`src/shared/osc_block_regs.svh`:
```
`ifndef OSC_BLOCK_REGS_SVH
`define OSC_BLOCK_REGS_SVH

// register byte offsets
`define OSC_CTRL_OFS   8'h00
`define OSC_TRIM_OFS   8'h04
`define OSC_STAT_OFS   8'h08

// control register fields
`define CTRL_IDLE_BIT  7
`define CTRL_FSEL_HI   6
`define CTRL_FSEL_LO   4
`define CTRL_SCS_HI    1
`define CTRL_SCS_LO    0
`define CTRL_FSEL_RST  3'h4
`define CTRL_SCS_RST   2'h0

// trim register fields
`define TRIM_LFSS_BIT  7
`define TRIM_PLL_BIT   6
`define TRIM_TUN_HI    4
`define TRIM_TUN_LO    0

// primary oscillator configuration codes
`define FOSC_CLKOUT    4'h9
`define FOSC_DUAL_IO   4'h8

// select codes
`define FSEL_FAST      3'h7
`define FSEL_HALF      3'h6
`define FSEL_LOW       3'h0
`define LOW_DIV_HALF   9'h100

// timing: sys clock, sources, settle time
`define SYS_CLK_KHZ    125000
`define FAST_KHZ       8000
`define SLOW_HZ        31000
`define SETTLE_US      1000
`define SETTLE_CYC     (`SETTLE_US * (`SYS_CLK_KHZ / 1000))
`define SLEW_CYC       (`SETTLE_CYC / 32)

// phase increments, ticks at twice each source frequency
`define FAST_INC \
	24'((64'd2 * `FAST_KHZ * 64'd16777216) / `SYS_CLK_KHZ)
`define SLOW_INC \
	24'((64'd2 * `SLOW_HZ * 64'd16777216) / (`SYS_CLK_KHZ * 1000))
`define TRIM_STEP      24'h008000

`endif

```
`src/shared/osc_block_pkg.sv`:
```
package osc_block_pkg;

	typedef enum logic [1:0] {
		SRC_OFF  = 2'b00,
		SRC_FAST = 2'b01,
		SRC_SLOW = 2'b10
	} src_t;

	typedef struct packed {
		logic [23:0] acc;
		logic        tick;
	} tick_state_t;

	typedef struct packed {
		logic        idle;
		logic [2:0]  fsel;
		logic [1:0]  scs;
		logic        lfss;
		logic        pll_enable_bit;
		logic [4:0]  trim;
		logic [23:0] cur_inc;
		logic [11:0] slew_cnt;
		logic [2:0]  in_sync;
		logic        in_filt;
		logic [2:0]  out_sync;
		logic        out_filt;
		logic        pready;
		logic        pslverr;
		logic [7:0]  prdata;
		src_t        act_src;
		logic [8:0]  act_half;
		logic        act_pll;
		logic [8:0]  div_cnt;
		logic        dev_clk;
		logic        ins_cnt;
		logic        ins_clk;
		logic        fast_en;
		logic        slow_en;
		logic        out_pin;
		logic        out_oe_n;
		logic        in_pin;
		logic        in_oe_n;
		logic        bit7_din;
		logic        bit6_din;
	} ctrl_state_t;

endpackage

```
`src/rtl/internal_oscillator_block_ctrl.sv`:
```
`timescale 1ns/1ps
`include "osc_block_regs.svh"

module internal_oscillator_block_ctrl #(
	parameter int SLEW_CYC = `SLEW_CYC // cycles per trim step
) (
	input  wire logic        sys_clk_i,      // 125 MHz clock
	input  wire logic        sys_rst_i,      // sync reset, high
	input  wire logic        psel_i,         // apb select
	input  wire logic        penable_i,      // apb enable
	input  wire logic        pwrite_i,       // apb write
	input  wire logic [7:0]  paddr_i,        // apb byte address
	input  wire logic [31:0] pwdata_i,       // apb write data
	output logic             pready_o,       // apb ready
	output logic [31:0]      prdata_o,       // apb read data
	output logic             pslverr_o,      // apb error
	input  wire logic [3:0]  fosc_cfg_i,     // primary osc config
	input  wire logic        put_en_i,       // power-up timer on
	input  wire logic        fscm_en_i,      // clock monitor on
	input  wire logic        wdt_en_i,       // watchdog on
	input  wire logic        two_speed_en_i, // two-speed start on
	input  wire logic        osc_input_pin_i,  // in pin level
	input  wire logic        osc_output_pin_i, // out pin level
	input  wire logic        port_a_bit7_dout_i, // port data
	input  wire logic        port_a_bit7_drv_i,  // port drives
	input  wire logic        port_a_bit6_dout_i, // port data
	input  wire logic        port_a_bit6_drv_i,  // port drives
	output logic             osc_input_pin_o,    // in pin drive
	output logic             osc_input_pin_oe_n_o,  // low: drive
	output logic             osc_output_pin_o,      // out pin drive
	output logic             osc_output_pin_oe_n_o, // low: drive
	output logic             port_a_bit7_din_o,  // synced pin
	output logic             port_a_bit6_din_o,  // synced pin
	output logic             dev_clk_o,          // block clock
	output logic             fast_src_en_o,      // fast on
	output logic             slow_src_en_o,      // slow rc on
	output logic             pll_active_o        // pll running
);

	osc_block_pkg::ctrl_state_t st;
	osc_block_pkg::ctrl_state_t next_st;

	logic        fast_tick;
	logic        slow_tick;
	logic [23:0] fast_inc;
	logic [23:0] target_inc;
	logic        pll_ok;
	logic        blk_used;
	logic        clkout_mode;
	logic        dual_mode;
	logic        apb_access;
	logic        src_tick;
	logic [8:0]  want_half;
	osc_block_pkg::src_t want_src;
	logic        want_pll;
	logic        applied;
	logic        fast_run;
	logic        slow_run;

	////////////////////////////////////////////////////////////////////
	// decode helpers

	// pll allowed only in internal modes and fast selects
	function automatic logic pll_allowed(
		input logic [3:0] fosc,
		input logic [2:0] fsel
	);
		logic int_cfg;
		int_cfg = (fosc == `FOSC_CLKOUT) || (fosc == `FOSC_DUAL_IO);
		return int_cfg && ((fsel == `FSEL_FAST) ||
			(fsel == `FSEL_HALF));
	endfunction

	// half period of the block clock in source ticks
	function automatic logic [8:0] half_ticks(
		input logic [2:0] fsel,
		input logic       lfss
	);
		logic [8:0] h;
		h = 9'h001;
		if (fsel == `FSEL_LOW) begin
			if (lfss) begin
				h = `LOW_DIV_HALF;
			end
		end else begin
			h = 9'h001 << (3'h7 - fsel);
		end
		return h;
	endfunction

	////////////////////////////////////////////////////////////////////
	// phase tick generators for both sources

	// a source keeps ticking until the divider has left it, else a
	// switch away would wait forever on a falling edge
	assign fast_run = st.fast_en ||
		(st.act_src == osc_block_pkg::SRC_FAST);
	assign slow_run = st.slow_en ||
		(st.act_src == osc_block_pkg::SRC_SLOW);

	phase_tick_gen u_fast (
		.sys_clk_i (sys_clk_i),
		.sys_rst_i (sys_rst_i),
		.en_i      (fast_run),
		.inc_i     (fast_inc),
		.tick_o    (fast_tick)
	);

	// slow source runs off its own fixed step, trim never applies
	phase_tick_gen u_slow (
		.sys_clk_i (sys_clk_i),
		.sys_rst_i (sys_rst_i),
		.en_i      (slow_run),
		.inc_i     (`SLOW_INC),
		.tick_o    (slow_tick)
	);

	////////////////////////////////////////////////////////////////////
	// next state

	always_comb begin
		next_st = st;
		pll_ok = pll_allowed(fosc_cfg_i, st.fsel);
		clkout_mode = fosc_cfg_i == `FOSC_CLKOUT;
		dual_mode = fosc_cfg_i == `FOSC_DUAL_IO;
		blk_used = st.scs[1] ||
			((st.scs == 2'h0) && (clkout_mode || dual_mode));
		apb_access = psel_i && penable_i && !st.pready;
		// signed trim widened to a phase offset
		target_inc = `FAST_INC +
			24'(signed'({{19{st.trim[4]}}, st.trim}) *
			signed'({1'b0, `TRIM_STEP}));
		fast_inc = st.act_pll ? {st.cur_inc[21:0], 2'b00} :
			st.cur_inc;
		src_tick = (st.act_src == osc_block_pkg::SRC_FAST) ?
			fast_tick : slow_tick;
		want_half = half_ticks(st.fsel, st.lfss);
		want_pll = st.pll_enable_bit && pll_ok;
		want_src = osc_block_pkg::SRC_OFF;
		if (blk_used) begin
			if ((st.fsel == `FSEL_LOW) && !st.lfss) begin
				want_src = osc_block_pkg::SRC_SLOW;
			end else begin
				want_src = osc_block_pkg::SRC_FAST;
			end
		end
		applied = 1'b0;

		// apb slave, one wait cycle then answer
		next_st.pready = apb_access;
		next_st.pslverr = 1'b0;
		next_st.prdata = 8'h00;
		if (apb_access) begin
			if (paddr_i == `OSC_CTRL_OFS) begin
				next_st.prdata = {st.idle, st.fsel, 2'b00, st.scs};
				if (pwrite_i) begin
					next_st.idle = pwdata_i[`CTRL_IDLE_BIT];
					next_st.fsel =
						pwdata_i[`CTRL_FSEL_HI:`CTRL_FSEL_LO];
					next_st.scs = pwdata_i[`CTRL_SCS_HI:`CTRL_SCS_LO];
				end
			end else if (paddr_i == `OSC_TRIM_OFS) begin
				next_st.prdata = {st.lfss, st.pll_enable_bit && pll_ok, 1'b0,
					st.trim};
				if (pwrite_i) begin
					next_st.lfss = pwdata_i[`TRIM_LFSS_BIT];
					next_st.pll_enable_bit = pwdata_i[`TRIM_PLL_BIT] &&
						pll_ok;
					next_st.trim = pwdata_i[`TRIM_TUN_HI:`TRIM_TUN_LO];
				end
			end else if (paddr_i == `OSC_STAT_OFS) begin
				next_st.prdata = {3'h0, st.act_pll, st.slow_en,
					st.fast_en, clkout_mode, dual_mode};
			end else begin
				next_st.pslverr = 1'b1;
			end
		end

		// pll bit stays clear whenever it cannot run
		if (!pll_ok) begin
			next_st.pll_enable_bit = 1'b0;
		end

		// source enables
		next_st.fast_en = (st.fsel != `FSEL_LOW) || st.lfss;
		next_st.slow_en = (want_src == osc_block_pkg::SRC_SLOW) ||
			put_en_i || fscm_en_i || wdt_en_i ||
			two_speed_en_i;

		// slew the fast step one trim code per interval
		if (st.cur_inc == target_inc) begin
			next_st.slew_cnt = 12'h000;
		end else if (st.slew_cnt >= 12'(SLEW_CYC - 1)) begin
			next_st.slew_cnt = 12'h000;
			if (signed'(st.cur_inc) < signed'(target_inc)) begin
				next_st.cur_inc = st.cur_inc + `TRIM_STEP;
			end else begin
				next_st.cur_inc = st.cur_inc - `TRIM_STEP;
			end
		end else begin
			next_st.slew_cnt = st.slew_cnt + 12'h001;
		end

		// divider; changes take effect at a falling edge, or at once while the active source is off
		if (st.act_src == osc_block_pkg::SRC_OFF) begin
			next_st.dev_clk = 1'b0;
			next_st.div_cnt = 9'h000;
			applied = 1'b1;
		end else if (src_tick) begin
			if (st.div_cnt >= st.act_half - 9'h001) begin
				next_st.div_cnt = 9'h000;
				next_st.dev_clk = !st.dev_clk;
				applied = st.dev_clk;
			end else begin
				next_st.div_cnt = st.div_cnt + 9'h001;
			end
		end
		if (applied) begin
			next_st.act_src = want_src;
			next_st.act_half = want_half;
			next_st.act_pll = want_pll;
		end

		// instruction clock: toggle every second rising edge
		if (src_tick && !st.dev_clk &&
			(st.div_cnt >= st.act_half - 9'h001)) begin
			next_st.ins_cnt = !st.ins_cnt;
			if (st.ins_cnt) begin
				next_st.ins_clk = !st.ins_clk;
			end
		end

		// pin synchronisers, filtered when stages two and three agree
		next_st.in_sync = {st.in_sync[1:0], osc_input_pin_i};
		next_st.out_sync = {st.out_sync[1:0], osc_output_pin_i};
		if (st.in_sync[1] == st.in_sync[2]) begin
			next_st.in_filt = st.in_sync[2];
		end
		if (st.out_sync[1] == st.out_sync[2]) begin
			next_st.out_filt = st.out_sync[2];
		end

		// pin functions per configuration
		next_st.out_pin = 1'b0;
		next_st.out_oe_n = 1'b1;
		next_st.in_pin = 1'b0;
		next_st.in_oe_n = 1'b1;
		next_st.bit7_din = 1'b0;
		next_st.bit6_din = 1'b0;
		if (clkout_mode || dual_mode) begin
			next_st.in_pin = port_a_bit7_dout_i;
			next_st.in_oe_n = !port_a_bit7_drv_i;
			next_st.bit7_din = st.in_filt;
		end
		if (clkout_mode) begin
			next_st.out_pin = st.ins_clk;
			next_st.out_oe_n = 1'b0;
		end else if (dual_mode) begin
			next_st.out_pin = port_a_bit6_dout_i;
			next_st.out_oe_n = !port_a_bit6_drv_i;
			next_st.bit6_din = st.out_filt;
		end
	end

	////////////////////////////////////////////////////////////////////
	// state register

	always_ff @(posedge sys_clk_i) begin
		if (sys_rst_i) begin
			st <= '0;
			st.fsel <= `CTRL_FSEL_RST;
			st.scs <= `CTRL_SCS_RST;
			st.cur_inc <= `FAST_INC;
			st.act_half <= 9'h001;
			st.act_src <= osc_block_pkg::SRC_OFF;
			st.in_oe_n <= 1'b1;
			st.out_oe_n <= 1'b1;
		end else begin
			st <= next_st;
		end
	end

	////////////////////////////////////////////////////////////////////
	// outputs, all straight from the state register

	assign pready_o = st.pready;
	assign prdata_o = {24'h000000, st.prdata};
	assign pslverr_o = st.pslverr;
	assign osc_input_pin_o = st.in_pin;
	assign osc_input_pin_oe_n_o = st.in_oe_n;
	assign osc_output_pin_o = st.out_pin;
	assign osc_output_pin_oe_n_o = st.out_oe_n;
	assign port_a_bit7_din_o = st.bit7_din;
	assign port_a_bit6_din_o = st.bit6_din;
	assign dev_clk_o = st.dev_clk;
	assign fast_src_en_o = st.fast_en;
	assign slow_src_en_o = st.slow_en;
	assign pll_active_o = st.act_pll;

endmodule

```
`src/rtl/phase_tick_gen.sv`:
```
`timescale 1ns/1ps
`include "osc_block_regs.svh"

module phase_tick_gen (
	input  wire logic        sys_clk_i, // system clock
	input  wire logic        sys_rst_i, // sync reset
	input  wire logic        en_i,      // source running
	input  wire logic [23:0] inc_i,     // phase step per cycle
	output logic             tick_o     // one-cycle tick
);

	osc_block_pkg::tick_state_t st;
	osc_block_pkg::tick_state_t next_st;
	logic [24:0]                sum;

	// accumulate phase, tick on wrap
	always_comb begin
		sum = {1'b0, st.acc} + {1'b0, inc_i};
		next_st = st;
		next_st.tick = 1'b0;
		if (en_i) begin
			next_st.acc = sum[23:0];
			next_st.tick = sum[24];
		end else begin
			next_st.acc = 24'h000000;
		end
	end

	// state register
	always_ff @(posedge sys_clk_i) begin
		if (sys_rst_i) begin
			st <= '0;
		end else begin
			st <= next_st;
		end
	end

	assign tick_o = st.tick;

endmodule

```
`config.mk`:
```
export PLATFORM = sky130hd
export DESIGN_NAME = internal_oscillator_block_ctrl
export DESIGN_NICKNAME = d
export VERILOG_FILES = /design/src/shared/osc_block_pkg.sv /design/src/rtl/internal_oscillator_block_ctrl.sv /design/src/rtl/phase_tick_gen.sv
export VERILOG_INCLUDE_DIRS = /design/src /design/src/shared
export SDC_FILE = /design/constraint.sdc
export NUM_CORES = 1
export LEC_CHECK = 0
export BUFFER_PORTS_ARGS = -buffer_cell sky130_fd_sc_hd__buf_2
export CAP_MARGIN = 20
export CELL_PAD_IN_SITES_DETAIL_PLACEMENT = 2
export CELL_PAD_IN_SITES_GLOBAL_PLACEMENT = 2
export CORE_ASPECT_RATIO = 1.25
export CORE_MARGIN = 2
export CORE_UTILIZATION = 39
export CTS_CLUSTER_DIAMETER = 120
export DETAILED_ROUTE_END_ITERATION = 8
export PLACE_DENSITY_LB_ADDON = 0.1
export SLEW_MARGIN = 5
export SYNTH_ARGS = -nofsm -noshare
export SYNTH_HDL_FRONTEND = slang
export SYNTH_HIERARCHICAL = 1
export SYNTH_SLANG_ARGS = --single-unit
```
`constraint.sdc`:
```
create_clock -name sys_clk_i -period 5.67 [get_ports sys_clk_i]
set_clock_uncertainty 0.1 [all_clocks]
set_input_delay 1.134 -clock sys_clk_i [delete_from_list [all_inputs] [get_ports sys_clk_i]]
set_output_delay 1.134 -clock sys_clk_i [all_outputs]
set_load 0.01 [all_outputs]
```
; Yosys cells after proc, flatten, opt, wreduce, memory -nomap -nowiden
; Cells that the tools add are included.
[word_totals]
register_bits = 149
in_bits = 59
[classes]
n_addsub = 9
magnitude_cmp = 3
n_eq_ne = 12
shift = 1
muxes = 17
bitwise = 8
reduce_logical = 46
[op_table]
columns = cell, n
row1 = $mux W24, 2
row2 = $mux W9, 3
row3 = $add A24 B14 Y25 const B, 1
row4 = $add A24 B24 Y25, 1
row5 = $add A23 B20 Y24 const A, 1
row6 = $add A24 B16 Y24 const B, 1
row7 = $eq A24 B24 Y1, 1
row8 = $lt A24 B24 Y1, 1
row9 = $sub A24 B16 Y24 const B, 1
row10 = $mux W8, 2
row11 = $add A12 B1 Y12 const B, 1
row12 = $ge A12 B12 Y1 const B, 1
row13 = $reduce_or A2 Y1, 6
row14 = $logic_or A1 B1 Y1, 10
row15 = $add A9 B1 Y9 const B, 1
row16 = $ge A9 B9 Y1, 1
row17 = $logic_and A1 B1 Y1, 9
row18 = $reduce_or A3 Y1, 3
row19 = $shl A1 B3 Y9 const A, 1
row20 = $sub A9 B1 Y9 const B, 1
row21 = $eq A4 B4 Y1 const B, 2
row22 = $eq A8 B3 Y1 const B, 1
row23 = $eq A8 B4 Y1 const B, 1
row24 = $logic_not A8 Y1, 1
row25 = other kinds (17), 43

; Depth between registers and ports, before layout
; Gate-level depths: netlist (run 1).
[logic_depth]
word_depth = 10
mapped_depth = 15
depth_no_buf = 15

; Modules after synthesis
; Netlist (run 1), hierarchy kept.
[modules_own_cells]
columns = module, n_inst, cells_per_inst, area_per_inst_um2, seq_area_each_um2
row1 = internal_oscillator_block_ctrl, 1, 501, 4454.3, 1661.6
row2 = phase_tick_gen, 2, 244, 2054.5, 500.5

; Least setup slack after synthesis (run 1)
; No wires, ideal clock.
[synth_timing]
kind = register to register
start = reg, netlist name st[86]
end = reg, netlist name st[81]
setup_time_ns = 0.071
t_arrival_ns = 3.015
required_ns = 5.499
slack_ns = 2.485
path_stages_with_launch = 15
n_path_buf = 0
cell_sequence = dfxtp_1 ha_1 nand3_1 and2_1 nor2_1 ha_1 a211oi_1 o21ai_1 o21ai_4 xnor2_1 ha_1 or2_0 mux2_2 or3_1 a21oi_1

==> results.cfg, run 1 <==
[placement]
placedCellCount = 1306
dp_hpwl_mm = 17.2
gp_congestion = 0.750
numPortBuffers = 54

[logic_synthesis]
yosysSeqAreaShare_pct = 31.1
ys_ff_latch = 133
synth_area_leader_cell = dfxtp_1
syn_area_per_cell_um2 = 8.66
synth_edf_count = 0
synth_area_um2 = 8560
synthTopCellsByArea = dfxtp_1 (31%), ha_1 (10%), nor2_1 (4.4%)
yosysWarnings = 6
synth_ff_type = dfxtp_1
ys_types = 90
synth_top_area_share_pct = 31.1
async_reset_ff_share_pct = 0
netlist_instances = 989

[pwr]
clkPwrFrac_pct = 44.9
power_density_nw_per_um2 = 260
ir_worst_vdd_mv = 0.197
p_int_mw = 1.74
comb_power_share_pct = 15.5
swShare_pct = 29.9
seqPwrFrac_pct = 39.5
power.net_switching_mw = 0.742
power_leakage_nw = 3.95

[final_layout]
layout_common_cells = dfxtp_1 (133), nor2_1 (101), ha_1 (71), a21oi_1 (68), nand2_1 (62)
drive_gt1_share_pct = 14.6
layout.nets = 1179
antenna-diode-count = 0
multi_input_area_um2 = 5530
layout_commonest_cell = dfxtp_1
area_growth_syn_to_layout_pct = 11.4
final_util_pct = 44.3
num-fill-cells = 2480
seqCellArea_um2 = 2660
layout.cells.non_filler = 1339

[routing]
avgViaCountPerCell = 5.46
dr_total_vias = 7306
first_iter_violations = 212
firstDrtPassIters = 4
avgRoutedWirePerCell_um = 17.3
post-route-drc-count = 0
wl_mm = 23.1
drtAntennaViolNets = 0

[sta]
final-setup-viol-count = 0
max_slew.worst_pin.slew_ns = 0.948
period_share_pct = 64.5
hold_violations = 0
rsz0062_at_grt = no
min_period_ns = 3.66
fin_tns_setup_ns = 0
clock.fmax_mhz = 273
slew_viol_final = 0
slew_headroom_pct = 36.7
whs_ns = 0.346

[global_route]
grt_pass1_wl_mm = 38.8
grt_pass1_vias = 7893
grt.overflow.total = 0
antenna_found_initial = 0
grt_max_degree = 26
grtUsageTotal_pct = 20.6

[clock_network]
cts_setup_buffers = 0
hold_buffers = 0
cts_resized = 0
root_buffer = clkbuf_16
cts.sinks = 133
cts_tree = yes
h-tree-depth = 4
clk-insertion-delay-late_ns = 0.43
clock_path_buffers = 2
cts_made_buffers = 17
clk_pin_slew_ns = 0.07

[setup_path]
crit_end = st[81]
end_kind = flip-flop
worstRegToRegCells = 14
cp_max_fo = 9
rr_startpoint = st[86]
worstSetupStartpointType = flip-flop
ff2ff_setup_slack_ns = 2.01
arrival_ns = 3.91
cp-startpoint = st[86]
r2r-end = st[81]
worstSetupPathType = flip-flop to flip-flop
critical_path_required_ns = 5.92

[die]
die_y_um = 170
core_area_um2 = 21500
pin_count = 103
die_x_um = 137
dieArea_um2 = 23200
row_count = 60
start_util_pct = 39.7

[min_path]
hold_path.class = flip-flop to flip-flop
holdPathStages = 1

[flow_run]
cap_violations = 0

[outcome]
status = complete, no violations
## how the worst min path moves through the flow
stage	slack, ns	endpoint	start
floorplan	0.31	next_st[45]	next_st[44]
global placement	0.32	next_st[49]	next_st[48]
detailed placement	0.34	next_st[45]	next_st[44]
CTS	0.36	next_st[45]	next_st[44]
global route	0.37	next_st[45]	next_st[44]
finish	0.35	next_st[45]	next_st[44]
## critical path, stage by stage, from the launching register on
cell,delay (ns)
dfxtp_1,0.42
ha_1,0.22
nand3_1,0.11
and2_1,0.21
nor2_1,0.17
ha_1,0.27
a211oi_1,0.24
o21ai_1,0.17
o21ai_4,0.34
xnor2_1,0.12
ha_1,0.25
or2_0,0.25
mux2_2,0.28
or3_1,0.30
a21oi_1,0.14
## metal layers
metal	GRT usage [%]	up-vias	wire length, µm
met2	38.6	76	12300
met5	0	-	0
met4	5.89	0	327
met3	3.05	26	498
li1	-	3613	-
met1	24.0	3591	10000
## power groups by stage
stage | combinational [mW] | clock, mW | sequential [mW]
after floorplan | 0.314 | 0 | 0.999
after global placement | 0.368 | 0 | 1.00
final | 0.386 | 1.12 | 0.981
after global routing | 0.437 | 1.20 | 0.984
after CTS | 0.382 | 1.15 | 0.982
after detailed placement | 0.378 | 0 | 1.00
## cells by family after synthesis
group	after synthesis	share of synthesized area [%]
AND/OR/NAND/NOR	365	22.7
AO/OA/AOI/OAI	238	19.9
flip-flops	133	31.1
buffers and inverters	97	6.55
adder cells (fa/ha/maj)	73	10.8
XOR/XNOR	50	5.11
multiplexers	31	3.77
other	2	0.0877
## metrics by stage
stage / setup WS, ns / area, µm² / power (mW)
5_1_grt: 1.72 / 9540 / 2.62
2_1_floorplan: 2.48 / 8750 / 1.31
6_report: 2.01 / 9540 / 2.48
4_1_cts: 1.97 / 9530 / 2.51
3_3_place_gp: 2.07 / 8940 / 1.37
3_5_place_dp: 1.97 / 8940 / 1.38
## state kept, by name, indices dropped and copies added, names as in the netlist, 4 cells and up
name / cells
u_fast/st: 24
next_st: 4
st: 59
prdata_o: 8
u_slow/st: 24
## cell usage after synthesis (all sizes together) (11+ instances only)
library cell,number
and3,12
a211oi,14
nor3,27
nor2b,11
a21o,12
nor2,103
o21ai,53
nand4,17
ha,71
nor3b,12
buf,52
a21oi,75
mux2i,24
xnor2,22
clkbuf,19
xor2,28
and2,16
nand3,42
nand2,63
dfxtp,133
inv,26
or3,17
## final cells by class
type / instances / share of cell area, %
clock buffer: 17 / 4.46
clock inverter: 15 / 1.69
inverter: 26 / 1.02
multi-input combinational: 810 / 58.0
sequential: 133 / 27.9
tap: 279 / 3.66
timing repair buffer: 59 / 3.23
Power figures use the tool's default switching activity.
==> inputs of run 2 (changes only) <==
- CORE_UTILIZATION: 39 -> 36
- clock period: 5.67 -> 3.6 ns (I/O delays scaled with it)
==> run 2 against run 1 <==
  * Worst setup slack got worse by 1.7 ns
  * Clock-buffer cell count increased by 5
  * Non-clock buffer count increased by 16
  * Combinational power increased by 58%
  * Worst hold slack improved by 0.0030 ns
  * Cell area increased by 1.3%
  * Register-to-register slack got worse by 1.7 ns
  * Via count about the same
  * Fmax increased by 10%
  * Wire length increased by 1.3%
  * Critical path type unchanged
  * Critical endpoint is now st[22]
  * Largest cell class unchanged
==> results.cfg, run 2 (same netlist as run 1, synthesis figures left out) <==
[sta]
period_share_pct = 92.1
min_period_ns = 3.31
max_slew.worst_pin.slew_ns = 0.562
clock.fmax_mhz = 302
slew_headroom_pct = 61.5
hold_violations = 0
rsz0062_at_grt = no
setup_slack_ns = 0.286
final-setup-viol-count = 0
slew_viol_final = 0
fin_tns_setup_ns = 0

[global_route]
grtUsageTotal_pct = 19.4
grt.overflow.total = 0
grt_pass1_wl_mm = 39.1
antenna_found_initial = 0
grt_pass1_vias = 7892
grt_max_degree = 18

[final_layout]
seqCellArea_um2 = 2660
layout_commonest_cell = dfxtp_1
largestRegisters = st x59, u_fast/st x24, u_slow/st x24
num-fill-cells = 2712
multi_input_area_um2 = 5540
layout_common_cells = dfxtp_1 (133), nor2_1 (101), ha_1 (71), a21oi_1 (67), nand2_1 (62)
drive_gt1_share_pct = 15.6
antenna-diode-count = 0
final_util_pct = 41.0
area_growth_syn_to_layout_pct = 12.8
layout.nets = 1195
max_flop_register = st
largest_reg_flops = 59
postLayoutCellArea_um2 = 9660

[setup_path]
critical_path_required_ns = 3.82
crit_chain = nor3_1 > nand3_1 > or3_1 > ha_1 > and3_1 > a221oi_1 > o31ai_2 > a41oi_2 > a2111oi_0 > a31o_2
cpLargestDelayFamily = compound AO/OA/AOI/OAI gates
arrival_ns = 3.54
crit_buf_inv = 0
worstSetupStartpointType = flip-flop
cp_max_fo = 8
cp_slowest_cell = a41oi_2
end_kind = flip-flop
worstSetupPathType = flip-flop to flip-flop
cpPeakStageDelay_ns = 0.53

[routing]
post-route-drc-count = 0
wl_mm = 23.4
avgRoutedWirePerCell_um = 17.2
firstDrtPassIters = 4
first_iter_violations = 201
avgViaCountPerCell = 5.35
drtAntennaViolNets = 0
dr_total_vias = 7311

[placement]
place_area_um2 = 9080
dp_hpwl_mm = 17.9
gp_congestion = 0.762
numPortBuffers = 54
place_ws_ns = 0.240

[die]
die_x_um = 142
start_util_pct = 36.3
dieArea_um2 = 25000
core_area_um2 = 23600
pin_count = 103
row_count = 63
die_y_um = 176

[clock_network]
clk-insertion-delay-late_ns = 0.43
clock_path_buffers = 2
clk_pin_slew_ns = 0.06
h-tree-depth = 4
cts_tree = yes
root_buffer = clkbuf_16
cts_made_buffers = 17
cts.sinks = 133

[outcome]
status = complete, no violations

[pwr]
power_density_nw_per_um2 = 399
power_leakage_nw = 4.02
ir_worst_vdd_mv = 0.293
fin_total_pwr_mw = 3.85

[min_path]
hold_path.class = flip-flop to flip-flop

[flow_run]
cap_violations = 0
-- run 2: power breakdown --
group | leakage [nW] | total (mW) | switching (mW) | internal, mW
registers | 1.08 | 1.55 | 0.0218 | 1.52
clock network | 0.270 | 1.70 | 0.666 | 1.03
logic | 2.67 | 0.611 | 0.371 | 0.241
-- run 2: layer usage --
| layer | share of wire (%) | wire length, µm | track usage, % |
|---|---|---|---|
| met1 | 43 | 10100 | 21.8 |
| met2 | 54 | 12600 | 37.4 |
| met3 | 2.0 | 471 | 3.44 |
| met4 | 1.0 | 236 | 4.75 |
| met5 | 0 | 0 | 0 |
-- run 2: area by class of cell --
type	count	share of cell area, %
multi-input combinational	810	57.4
sequential	133	27.6
clock buffer	22	4.70
timing repair buffer	75	4.43
tap	292	3.78
clock inverter	8	1.08
inverter	26	1.01
-- run 2: final timing paths --
check | startpoint | endpoint | slack (ns) | cells after the start
max | st[23] | st[22] | 0.29 | 10
min | next_st[44] | next_st[45] | 0.35 | 1
max reg2reg | st[23] | st[22] | 0.29 | 10
min reg2reg | next_st[44] | next_st[45] | 0.35 | 1
-- run 2: through the flow --
step	instances	hold slack (ns)
after floorplan	1040	0.314
after global placement	1336	0.342
after detailed placement	1336	0.341
after CTS	1366	0.340
after global routing	1366	0.347
final	1366	0.349
-- run 2: repair_timing --
action | 4_1_cts | 5_1_grt
hold endpoints to repair | 0 | 0
setup buffers | 0 | 0
endpoints found under the setup margin | 0 | 1
hold buffers | 0 | 0
resized for setup | 0 | 3
